[src/rwt_cfg.svh]
`ifndef RWT_CFG_SVH
`define RWT_CFG_SVH

////////////////////////////////////////////////////////////////////////
// register byte offsets
`define RWT_OFS_RELOAD 12'h000
`define RWT_OFS_COUNT 12'h004
`define RWT_OFS_CTRL 12'h008
`define RWT_OFS_ICLR 12'h00c
`define RWT_OFS_RIS 12'h010
`define RWT_OFS_MIS 12'h014
`define RWT_OFS_LOCK 12'hc00

////////////////////////////////////////////////////////////////////////
// control field positions
`define RWT_CTRL_IRQ_COUNT_ENABLE 0
`define RWT_CTRL_RESET_OUT_ENABLE 1

////////////////////////////////////////////////////////////////////////
// reset values and keys
`define RWT_RST_RELOAD 32'hffffffff
`define RWT_RST_COUNT 32'hffffffff
`define RWT_RST_CTRL 2'h0
`define RWT_RST_LOCKED 1'h0
`define RWT_UNLOCK_KEY 32'h1acce551

`endif

[src/rwt_pkg.sv]
package rwt_pkg;

    // counter sequencer states, gray along idle -> run -> halt
    typedef enum logic [1:0] {
        RWT_ST_IDLE = 2'h0,
        RWT_ST_RUN = 2'h1,
        RWT_ST_HALT = 2'h3
    } rwt_state_t;

endpackage : rwt_pkg

[src/rwt_down_counter.sv]
`timescale 1ns/1ps
`default_nettype none

`include "rwt_cfg.svh"

module rwt_down_counter #(
    parameter int CNT_W = 32
) (
    input wire logic sys_clk_in, // system clock
    input wire logic cnt_rst_in, // sync reset, active high
    input wire logic load_in, // load strobe
    input wire logic [CNT_W-1:0] load_val_in, // value to load
    input wire logic dec_in, // decrement strobe
    output logic [CNT_W-1:0] count_out, // present count
    output logic zero_out // count is zero
);

    ////////////////////////////////////////////////////////////////////
    // width check
    if (CNT_W < 1 || CNT_W > 32) begin : g_cnt_w_check
        $error("rwt_down_counter: CNT_W out of range");
    end

    logic [CNT_W-1:0] count_r;

    ////////////////////////////////////////////////////////////////////
    // load wins over decrement, otherwise hold
    always_ff @(posedge sys_clk_in) begin
        if (cnt_rst_in) begin
            count_r <= CNT_W'(`RWT_RST_COUNT);
        end else if (load_in) begin
            count_r <= load_val_in;
        end else if (dec_in) begin
            count_r <= count_r - CNT_W'(1);
        end
    end

    assign count_out = count_r;
    assign zero_out = (count_r == '0);

endmodule : rwt_down_counter

`default_nettype wire

[src/rwt_lock.sv]
`timescale 1ns/1ps
`default_nettype none

`include "rwt_cfg.svh"

module rwt_lock (
    input wire logic sys_clk_in, // system clock
    input wire logic sys_rst_in, // sync reset, active high
    input wire logic lock_wr_in, // write strobe to lock register
    input wire logic [31:0] wdata_in, // written word
    output logic locked_out // writes to other registers blocked
);

    logic locked_r;

    ////////////////////////////////////////////////////////////////////
    // key opens, any other word closes
    always_ff @(posedge sys_clk_in) begin
        if (sys_rst_in) begin
            locked_r <= `RWT_RST_LOCKED;
        end else if (lock_wr_in) begin
            locked_r <= (wdata_in != `RWT_UNLOCK_KEY);
        end
    end

    assign locked_out = locked_r;

endmodule : rwt_lock

`default_nettype wire

[src/rwt_top.sv]
`timescale 1ns/1ps
`default_nettype none

`include "rwt_cfg.svh"

// Summary of operation
// - after reset the control register is zero, interrupt and reset output off
// - after reset the write lock is open, no register write blocked
// - after reset the counter holds all ones until counting is enabled
// - first enabled count edge after enable loads counter from reload value
// - each later enabled count edge above zero decrements by one, others hold
// - at zero the interrupt rises and the counter reloads for a new run
// - a write to interrupt clear drops the interrupt unless a timeout sets it that cycle and, while running, reloads the counter
// - timeout with interrupt still pending raises reset output if reset enabled
// - after reset output rises the counter stops until the next reset
// - unlock key opens writes, any other word blocks all but lock register
// - lock register reads one when locked, zero when open
// - writing reload value while running reloads the counter at once
// - writing reload value leaves a pending interrupt standing
// - clearing enable freezes the count, setting it again reloads first
// - interrupt rises on an enabled count edge, clear drops it at once
// - load to interrupt takes reload value plus one enabled count edges
// - reload value zero gives an interrupt on the next enabled edge
// - masked status and interrupt pin equal raw status and enable bit
// - control bit one enables reset output, bit zero enables count and irq
module rwt_top
    import rwt_pkg::*;
#(
    parameter int ADDR_W = 12,
    parameter int CNT_W = 32
) (
    input wire logic sys_clk_in, // system and bus clock
    input wire logic sys_rst_in, // bus reset, sync, active high
    input wire logic count_domain_reset_n_in, // counter reset, active low
    input wire logic count_clock_en_in, // count enable pulse
    input wire logic psel_in, // apb select
    input wire logic penable_in, // apb access phase
    input wire logic pwrite_in, // apb write when high
    input wire logic [ADDR_W-1:0] paddr_in, // apb byte address
    input wire logic [31:0] pwdata_in, // apb write data
    output logic [31:0] prdata_out, // apb read data
    output logic timeout_irq_out, // timeout interrupt
    output logic system_reset_out // system reset request
);

    ////////////////////////////////////////////////////////////////////
    // parameter checks
    if (ADDR_W < 12) begin : g_addr_w_check
        $error("rwt_top: ADDR_W too small for register map");
    end
    if (CNT_W != 32) begin : g_cnt_w_check
        $error("rwt_top: CNT_W must be 32");
    end

    ////////////////////////////////////////////////////////////////////
    // address match on word index
    function automatic logic addr_hit(input logic [11:0] addr, input logic [11:0] ofs);
        addr_hit = (addr[11:2] == ofs[11:2]);
    endfunction : addr_hit

    ////////////////////////////////////////////////////////////////////
    // one status bit placed in bit zero of a read word
    function automatic logic [31:0] flag_word(input logic flag);
        flag_word = {31'h00000000, flag};
    endfunction : flag_word

    logic [11:0] word_addr;
    logic apb_wr;
    logic apb_rd_setup;
    logic locked;
    logic wr_ok;
    logic wr_lock;
    logic wr_reload;
    logic wr_ctrl;
    logic wr_iclr;
    logic cnt_rst;
    logic [31:0] reload_r;
    logic [1:0] ctrl_r;
    logic irq_count_enable;
    logic reset_out_enable;
    logic raw_irq_r;
    logic sys_reset_r;
    logic [31:0] prdata_r;
    logic [31:0] prdata_nxt;
    rwt_state_t state_r;
    rwt_state_t state_nxt;
    logic cnt_load;
    logic [CNT_W-1:0] cnt_load_val;
    logic cnt_dec;
    logic [CNT_W-1:0] count;
    logic cnt_zero;
    logic irq_set;
    logic reset_set;
    logic irq_still_pending;
    logic hit_reload;
    logic hit_count;
    logic hit_ctrl;
    logic hit_iclr;
    logic hit_ris;
    logic hit_mis;
    logic hit_lock;

    ////////////////////////////////////////////////////////////////////
    // apb strobes, writes taken in the access phase
    assign word_addr = paddr_in[11:0];
    assign apb_wr = psel_in & penable_in & pwrite_in;
    assign apb_rd_setup = psel_in & ~penable_in & ~pwrite_in;

    // one word match per register, shared by write and read decode
    assign hit_reload = addr_hit(word_addr, `RWT_OFS_RELOAD);
    assign hit_count = addr_hit(word_addr, `RWT_OFS_COUNT);
    assign hit_ctrl = addr_hit(word_addr, `RWT_OFS_CTRL);
    assign hit_iclr = addr_hit(word_addr, `RWT_OFS_ICLR);
    assign hit_ris = addr_hit(word_addr, `RWT_OFS_RIS);
    assign hit_mis = addr_hit(word_addr, `RWT_OFS_MIS);
    assign hit_lock = addr_hit(word_addr, `RWT_OFS_LOCK);

    // lock register stays writable, the rest follow the lock
    // the lock must take writes while closed, else it could never reopen
    assign wr_lock = apb_wr & hit_lock;
    assign wr_ok = apb_wr & ~locked;
    assign wr_reload = wr_ok & hit_reload;
    assign wr_ctrl = wr_ok & hit_ctrl;
    assign wr_iclr = wr_ok & hit_iclr;

    // counter side answers to either reset
    assign cnt_rst = sys_rst_in | ~count_domain_reset_n_in;

    ////////////////////////////////////////////////////////////////////
    // write lock
    rwt_lock u_lock (
        .sys_clk_in(sys_clk_in),
        .sys_rst_in(sys_rst_in),
        .lock_wr_in(wr_lock),
        .wdata_in(pwdata_in),
        .locked_out(locked)
    );

    ////////////////////////////////////////////////////////////////////
    // reload value register
    always_ff @(posedge sys_clk_in) begin
        if (sys_rst_in) begin
            reload_r <= `RWT_RST_RELOAD;
        end else if (wr_reload) begin
            reload_r <= pwdata_in;
        end
    end

    ////////////////////////////////////////////////////////////////////
    // control register
    always_ff @(posedge sys_clk_in) begin
        if (sys_rst_in) begin
            ctrl_r <= `RWT_RST_CTRL;
        end else if (wr_ctrl) begin
            ctrl_r <= pwdata_in[1:0];
        end
    end

    assign irq_count_enable = ctrl_r[`RWT_CTRL_IRQ_COUNT_ENABLE];
    assign reset_out_enable = ctrl_r[`RWT_CTRL_RESET_OUT_ENABLE];

    ////////////////////////////////////////////////////////////////////
    // down counter
    rwt_down_counter #(
        .CNT_W(CNT_W)
    ) u_counter (
        .sys_clk_in(sys_clk_in),
        .cnt_rst_in(cnt_rst),
        .load_in(cnt_load),
        .load_val_in(cnt_load_val),
        .dec_in(cnt_dec),
        .count_out(count),
        .zero_out(cnt_zero)
    );

    // a clear in the same cycle counts as serviced
    assign irq_still_pending = raw_irq_r & ~wr_iclr;

    ////////////////////////////////////////////////////////////////////
    // sequencer: load, count, timeout, stop
    always_comb begin
        state_nxt = state_r;
        cnt_load = 1'b0;
        cnt_load_val = reload_r;
        cnt_dec = 1'b0;
        irq_set = 1'b0;
        reset_set = 1'b0;
        case (state_r)
            RWT_ST_IDLE: begin
                // frozen until enabled, then load on an enabled edge
                if (irq_count_enable && count_clock_en_in) begin
                    cnt_load = 1'b1;
                    state_nxt = RWT_ST_RUN;
                end
            end
            RWT_ST_RUN: begin
                if (!irq_count_enable) begin
                    state_nxt = RWT_ST_IDLE;
                end else begin
                    // bus reloads act at once, without a count edge
                    if (wr_reload) begin
                        cnt_load = 1'b1;
                        cnt_load_val = pwdata_in;
                    end else if (wr_iclr) begin
                        cnt_load = 1'b1;
                    end
                    if (count_clock_en_in) begin
                        if (cnt_zero) begin
                            irq_set = 1'b1;
                            // still pending at zero means the last timeout went unserviced
                            if (irq_still_pending && reset_out_enable) begin
                                reset_set = 1'b1;
                                cnt_load = 1'b0;
                                state_nxt = RWT_ST_HALT;
                            end else if (!cnt_load) begin
                                cnt_load = 1'b1;
                            end
                        end else if (!cnt_load) begin
                            cnt_dec = 1'b1;
                        end
                    end
                end
            end
            RWT_ST_HALT: begin
                // stopped until the next reset
                state_nxt = RWT_ST_HALT;
            end
            default: begin
                state_nxt = RWT_ST_IDLE;
            end
        endcase
    end

    ////////////////////////////////////////////////////////////////////
    // sequencer state
    always_ff @(posedge sys_clk_in) begin
        if (cnt_rst) begin
            state_r <= RWT_ST_IDLE;
        end else begin
            state_r <= state_nxt;
        end
    end

    ////////////////////////////////////////////////////////////////////
    // raw interrupt, timeout set wins over a clear
    always_ff @(posedge sys_clk_in) begin
        if (cnt_rst) begin
            raw_irq_r <= 1'b0;
        end else if (irq_set) begin
            raw_irq_r <= 1'b1;
        end else if (wr_iclr) begin
            raw_irq_r <= 1'b0;
        end
    end

    ////////////////////////////////////////////////////////////////////
    // reset request, sticky until reset
    always_ff @(posedge sys_clk_in) begin
        if (cnt_rst) begin
            sys_reset_r <= 1'b0;
        end else if (reset_set) begin
            sys_reset_r <= 1'b1;
        end
    end

    ////////////////////////////////////////////////////////////////////
    // read mux, sampled in the setup phase
    always_comb begin
        prdata_nxt = 32'h00000000;
        if (hit_reload) begin
            prdata_nxt = reload_r;
        end else if (hit_count) begin
            prdata_nxt = count;
        end else if (hit_ctrl) begin
            prdata_nxt = {30'h00000000, ctrl_r};
        end else if (hit_ris) begin
            prdata_nxt = flag_word(raw_irq_r);
        end else if (hit_mis) begin
            prdata_nxt = flag_word(raw_irq_r & irq_count_enable);
        end else if (hit_lock) begin
            prdata_nxt = flag_word(locked);
        end
    end

    ////////////////////////////////////////////////////////////////////
    // read data register, valid through the access phase
    always_ff @(posedge sys_clk_in) begin
        if (sys_rst_in) begin
            prdata_r <= 32'h00000000;
        end else if (apb_rd_setup) begin
            prdata_r <= prdata_nxt;
        end
    end

    ////////////////////////////////////////////////////////////////////
    // outputs
    assign prdata_out = prdata_r;
    assign timeout_irq_out = raw_irq_r & irq_count_enable;
    assign system_reset_out = sys_reset_r;

endmodule : rwt_top

`default_nettype wire

[config.mk]
export PLATFORM = sky130hd
export DESIGN_NAME = rwt_top
export DESIGN_NICKNAME = d
export VERILOG_FILES = /design/src/rwt_pkg.sv /design/src/rwt_down_counter.sv /design/src/rwt_lock.sv /design/src/rwt_top.sv
export VERILOG_INCLUDE_DIRS = /design/src
export SDC_FILE = /design/constraint.sdc
export NUM_CORES = 1
export LEC_CHECK = 0
export BUFFER_PORTS_ARGS = -buffer_cell sky130_fd_sc_hd__buf_4
export CORE_ASPECT_RATIO = 0.6
export CORE_MARGIN = 3
export CORE_UTILIZATION = 35
export DETAILED_ROUTE_END_ITERATION = 12
export SYNTH_ARGS = -nofsm -noshare
export SYNTH_HDL_FRONTEND = slang
export SYNTH_SLANG_ARGS = --single-unit
export TNS_END_PERCENT = 100
[constraint.sdc]
create_clock -name sys_clk_in -period 3.2 [get_ports sys_clk_in]
set_input_delay 0.64 -clock sys_clk_in [delete_from_list [all_inputs] [get_ports sys_clk_in]]
set_output_delay 0.64 -clock sys_clk_in [all_outputs]
set_load 0.05 [all_outputs]
Word-level counts from Yosys, hierarchy flattened
Cells that the tools add are included.
Widths: inputs -> output; s select.
{"block": "word_totals", "reg_bits": 103, "in_bits": 51, "out_inout_bits": 34}
{"block": "classes", "n_addsub": 1, "n_eq_ne": 13, "n_mux": 43, "bitwise": 17, "reduce_logical": 8}
{"op": "$mux 32", "n": 7}
{"op": "$logic_not 32->1", "n": 1}
{"op": "$ne 32x29->1 const B", "n": 1}
{"op": "$sub 32x1->32 const B", "n": 1}
{"op": "$mux 1", "n": 28}
{"op": "$eq 10x2->1 const B", "n": 2}
{"op": "$eq 10x3->1 const B", "n": 2}
{"op": "$mux 2", "n": 6}
{"op": "$and 1x1->1", "n": 11}
{"op": "$eq 10x1->1 const B", "n": 1}
{"op": "$eq 10x10->1 const B", "n": 1}
{"op": "$logic_not 10->1", "n": 1}
{"op": "$ne 3x3->1 const B", "n": 3}
{"op": "$pmux 2 s3", "n": 1}
{"op": "$not 1->1", "n": 5}
{"op": "$reduce_and 4->1", "n": 1}
{"op": "$reduce_bool 2->1", "n": 2}
{"op": "$eq 2x1->1 const B", "n": 1}
{"op": "$eq 2x2->1 const B", "n": 1}
{"op": "$logic_and 1x1->1", "n": 2}
{"op": "$logic_not 2->1", "n": 1}
{"op": "$ne 2x2->1 const B", "n": 1}
{"op": "$pmux 1 s2", "n": 1}
{"op": "$or 1x1->1", "n": 1}

Longest topological paths before layout
{"block": "depth", "word_depth": 15, "depth_mapped": 10, "ltp_nobuf": 9}

Hierarchy
Synthesis repeated with hierarchy kept, for this count alone.
{"block": "unflattened", "cells_unflattened": 615, "hier_area_um2": 5273.8}
{"module": "rwt_top", "instances": 1, "cells_per_inst": 388, "area_each_um2": 3374.5}
{"module": "rwt_down_counter", "instances": 1, "cells_per_inst": 212, "area_each_um2": 1757.9}
{"module": "rwt_lock", "instances": 1, "cells_per_inst": 15, "area_each_um2": 141.4}

Least setup slack after synthesis
OpenSTA, ideal clock, no wires.
{"block": "synth_path", "kind": "input port to flip-flop", "from": "input port paddr_in[5]", "to": "register u_counter.count_r[20] (netlist: u_counter.count_out[20])", "setup_time_ns": 0.136, "arrival_ns": 2.558, "required_time_ns": 3.064, "slack_ns": 0.506, "stages": 9, "path_buffers": 4, "cell_sequence": "nor4_1 -> and3_1 -> clkbuf_1 -> and3_1 -> buf_2 -> buf_4 -> clkbuf_1 -> mux2i_1 -> a31oi_1"}
{"block": "synth_via", "elab_chain_cells": 12, "word_cells_on_any_way": 26, "cone_classes": "1 x eq/ne; 18 x mux; 4 x bitwise; 3 x reduce/logical"}
{"element": "from (decl)", "line_no": "rwt_top.sv:39", "rtl": "input wire logic [ADDR_W-1:0] paddr_in,"}
{"element": "$eq 10x2->1", "line_no": "rwt_top.sv:58", "rtl": "addr_hit = (addr[11:2] == ofs[11:2]);"}
{"element": "$and 1x1->1", "line_no": "rwt_top.sv:124", "rtl": "assign wr_iclr = wr_ok & hit_iclr;"}
{"element": "$mux 1", "line_no": "rwt_top.sv:204", "rtl": "end else if (wr_iclr) begin"}
{"element": "$mux 1", "line_no": "rwt_top.sv:201", "rtl": "if (wr_reload) begin"}
{"element": "$mux 1", "line_no": "rwt_top.sv:197", "rtl": "if (!irq_count_enable) begin"}
{"element": "$mux 1", "line_no": "rwt_top.sv:188", "rtl": "case (state_r)"}
{"element": "$mux 1", "line_no": "rwt_top.sv:218", "rtl": "end else if (!cnt_load) begin"}
{"element": "$mux 1", "line_no": "rwt_top.sv:208", "rtl": "if (cnt_zero) begin"}
{"element": "$mux 1", "line_no": "rwt_top.sv:207", "rtl": "if (count_clock_en_in) begin"}
{"element": "$mux 1", "line_no": "rwt_top.sv:197"}
{"element": "$mux 1", "line_no": "rwt_top.sv:188"}
{"element": "$reduce_bool 2->1 (no source line)"}
{"element": "to (signal assigned)", "line_no": "rwt_down_counter.sv:30", "rtl": "count_r <= CNT_W'(`RWT_RST_COUNT);"}
{"element": "to (signal assigned)", "line_no": "rwt_down_counter.sv:32", "rtl": "count_r <= load_val_in;"}
{"element": "to (signal assigned)", "line_no": "rwt_down_counter.sv:34", "rtl": "count_r <= count_r - CNT_W'(1);"}
{"element": "to (decl)", "line_no": "rwt_down_counter.sv:24", "rtl": "logic [CNT_W-1:0] count_r;"}
Parallel ways exist; a longest one is shown, timed or not. The select of a mux whose other input is x is not followed.
A chain may end at the register's enable or synchronous reset.

Worst setup path in the final report
{"block": "layout_path", "from": "register u_counter.count_r[24] (netlist: u_counter.count_out[24])", "to": "register u_counter.count_r[6] (netlist: u_counter.count_out[6])"}
{"block": "layout_via", "elab_chain_cells": 6, "word_cells_on_any_way": 11, "cone_classes": "9 x mux; 2 x reduce/logical"}
{"element": "$logic_not 32->1 (*)", "line_no": "rwt_down_counter.sv:39", "rtl": "assign zero_out = (count_r == '0);"}
{"element": "$mux 1", "line_no": "rwt_top.sv:208"}
{"element": "$mux 1", "line_no": "rwt_top.sv:207"}
{"element": "$mux 1", "line_no": "rwt_top.sv:197"}
{"element": "$pmux 1 s2 or $mux 1 (tied branches)", "line_no": "rwt_top.sv:188"}
{"element": "$mux 32 or $reduce_bool 2->1 (tied branches)"}
Mark *: on every way between the ends. The rest lies on a longest branch, timed or not.

==> impl_metrics.yaml <==
worst_setup_path:
  arrival_ps: 3080
  reg2reg_to: "u_counter.count_out[6]$_SDFFE_PP1P_"
  worstPathRequired_ps: 3430
  end_kind: "flip-flop"
  reg2reg_setup_slack_ps: 350
  start_kind: "flip-flop"
  critPathMaxFanout: 31
  critPathKind: "reg2reg"
  timing.rr.start: "u_counter.count_out[24]$_SDFFE_PP1P_"
  cp-endpoint: "u_counter.count_out[6]$_SDFFE_PP1P_"
  ff2ff_path_depth: 8
  startpoint: "u_counter.count_out[24]$_SDFFE_PP1P_"
finish:
  area_growth_pct: 20.12
  stdcell_count: 909
  final_layout_size_suffix_gt1_share_pct: 17.72
  diodes: 0
  nets: 760
worst_hold_path:
  worstHoldPathCells: 2
  hold_class: "reg2reg"
clock_tree:
  clock_path_buffers: 2
  cts_buffers: 9
  clk_pin_slew_worst_paths_ps: 70
  insertion_delay_ps: 350
  cts_hold_buf: 0
  htreeDepth: 3
  post-cts-setup-buffers: 0
  post_cts_resized: 0
  root_buffer: "clkbuf_16"
  cts_tree: "yes"
  cts_sinks: 103
placement:
  dpl.cell_count: 894
  gp_congestion: 0.8903
  detailedPlace.worstSlack_ps: 380.5
  io_buffer_count: 82
  dpl.hpwl_um: 11440
power:
  leakage_nw: 2.297
  ir_drop_uv: 242.3
  power_density_nw_per_um2: 396.5
  finalPower_mw: 2.583
sta:
  skew_ps: 9.440
  worstMarginPinSlew_ps: 752.0
  post-route-period-util_pct: 89.13
  fmax_mhz: 350.6
  drv_slew: 0
  holdWs_ps: 476.5
  fin_crit_ps: 2852
  slew_headroom_pct: 49.16
  grt_setup_unrepaired: "false"
  hold_viol: 0
  finalWorstSetupSlack_ps: 347.8
  setup_violations: 0
  tns_ps: 0
synth:
  synth-main-ff-cell: "dfxtp_1"
  synth.distinct_cells: 53
  synth_top_cell_by_area: "dfxtp_1"
  yosysWarnings: 0
  ys_top_cells_by_count: "dfxtp_1 (103), nand2_1 (83), nor2_1 (54)"
  ys_seq_area_share_pct: 38.02
  synth_edf_count: 0
  ys_ff_latch: 103
  syn_area_per_cell_um2: 8.343
  synth_fp_nets: 703
  synth.top_cell.area_share_pct: 38.02
  synthCells: 650
  yosysMostFrequentCell: "dfxtp_1"
  synth_area_leaders: "dfxtp_1 (38%), mux2i_1 (6.5%), nand2_1 (5.7%)"
  netlist_area_um2: 5423
  postSynth.asyncResetShare_pct: 0
floorplan:
  io_pins: 85
  num_rows: 34
  dieArea_um2: 17070
  start_util_pct: 36.63
  fp.coreArea_um2: 14800
  die_h_um: 102.4
  fp.dieW_um: 166.7
global_routing:
  grt_pass1_wl_um: 25880
  grt.total_usage_pct: 18.82
  grt_pass1_vias: 4864
  grt-ovfl-total: 0
  grt_max_degree: 70
  antenna_found_initial: 0
drt:
  drt_iter0_drc: 433
  viasPerCell: 5.678
  wl_per_cell_um: 17.59
  drtPass1Iterations: 5
  antenna_left: 0
  wl_um: 15990
  vias: 5161
  drc: 0
run:
  cap_violations: 0
status:
  status: "finished, final reports clean"
-- flip-flops by register name (all words and copies together), names as in the netlist --
register,flops
u_lock.locked_out,1
state_r,2
reload_r,32
system_reset_out,1
raw_irq_r,1
prdata_out,32
u_counter.count_out,32
ctrl_r,2
-- worst min path at each step --
| stage | to | slack, ps | from |
|---|---|---|---|
| after global routing | prdata_out[0]$_SDFFE_PP0P_ | 510 | prdata_out[0]$_SDFFE_PP0P_ |
| after detailed placement | prdata_out[0]$_SDFFE_PP0P_ | 470 | prdata_out[0]$_SDFFE_PP0P_ |
| final | prdata_out[0]$_SDFFE_PP0P_ | 480 | prdata_out[0]$_SDFFE_PP0P_ |
| after floorplan | reload_r[4]$_SDFF_PP1_ | 450 | reload_r[4]$_SDFF_PP1_ |
| after CTS | prdata_out[0]$_SDFFE_PP0P_ | 480 | prdata_out[0]$_SDFFE_PP0P_ |
| after global placement | prdata_out[0]$_SDFFE_PP0P_ | 470 | prdata_out[0]$_SDFFE_PP0P_ |
-- cell usage in the layout, fill, tap and decap left out, types with 9 or more instances in the layout --
cell	netlist	layout
a211oi_1	31	31
a21oi_1	9	9
a22oi_1	30	30
a31oi_1	22	22
buf_4	4	99
clkbuf_16	0	9
dfxtp_1	103	103
mux2i_1	35	35
nand2_1	83	83
nand3b_1	33	33
nor2_1	54	54
nor3_1	35	34
nor4_1	26	26
or3_1	9	9
xor2_1	24	24
-- through the flow --
step / instance area (µm²) / utilization, %
final: 6514 / 44.00
after global routing: 6514 / 44.00
after CTS: 6514 / 44.00
after detailed placement: 6250 / 42.22
after global placement: 6250 / 42.22
after floorplan: 5423 / -
-- cell families after synthesis --
group	share of synthesized area (%)
simple gates	28.70
compound gates	15.60
flops	38.02
buf+inv	4.776
mux	7.914
xor+xnor	4.522
fa+ha+maj	0.4614
-- critical path, cell delays in order (launching register included) --
cell,delay [ps]
dfxtp_1,360
or4_1,600
or3_1,410
nor4_4,330
mux2i_1,190
nor3b_4,320
buf_12,230
mux2i_1,200
nand2_1,70
-- power breakdown --
group	switching [mW]	internal, mW
Combinational	0.156	0.0933
Clock	0.500	0.526
Sequential	0.00911	1.30
-- area by class of cell --
cell class / count / area [µm²]
clock inverters: 5 / 35.03
multi-input cells: 484 / 3127
flip-flops and latches: 103 / 2062
fillers: 1511 / 8290
inverters: 8 / 30.03
well taps: 198 / 247.7
clock buffers: 10 / 229.0
repair buffers: 101 / 783.3
-- layer usage --
| layer | global-route usage [%] | share of wire, % | up-vias |
|---|---|---|---|
| met3 | 4.291 | 7.1 | 16 |
| met5 | 0 | 0 | - |
| met4 | 3.992 | 0.94 | 0 |
| met2 | 28.16 | 42 | 177 |
| met1 | 27.80 | 50 | 2460 |
| li1 | - | - | 2508 |
Note: power is estimated with default switching activity, not from simulation.
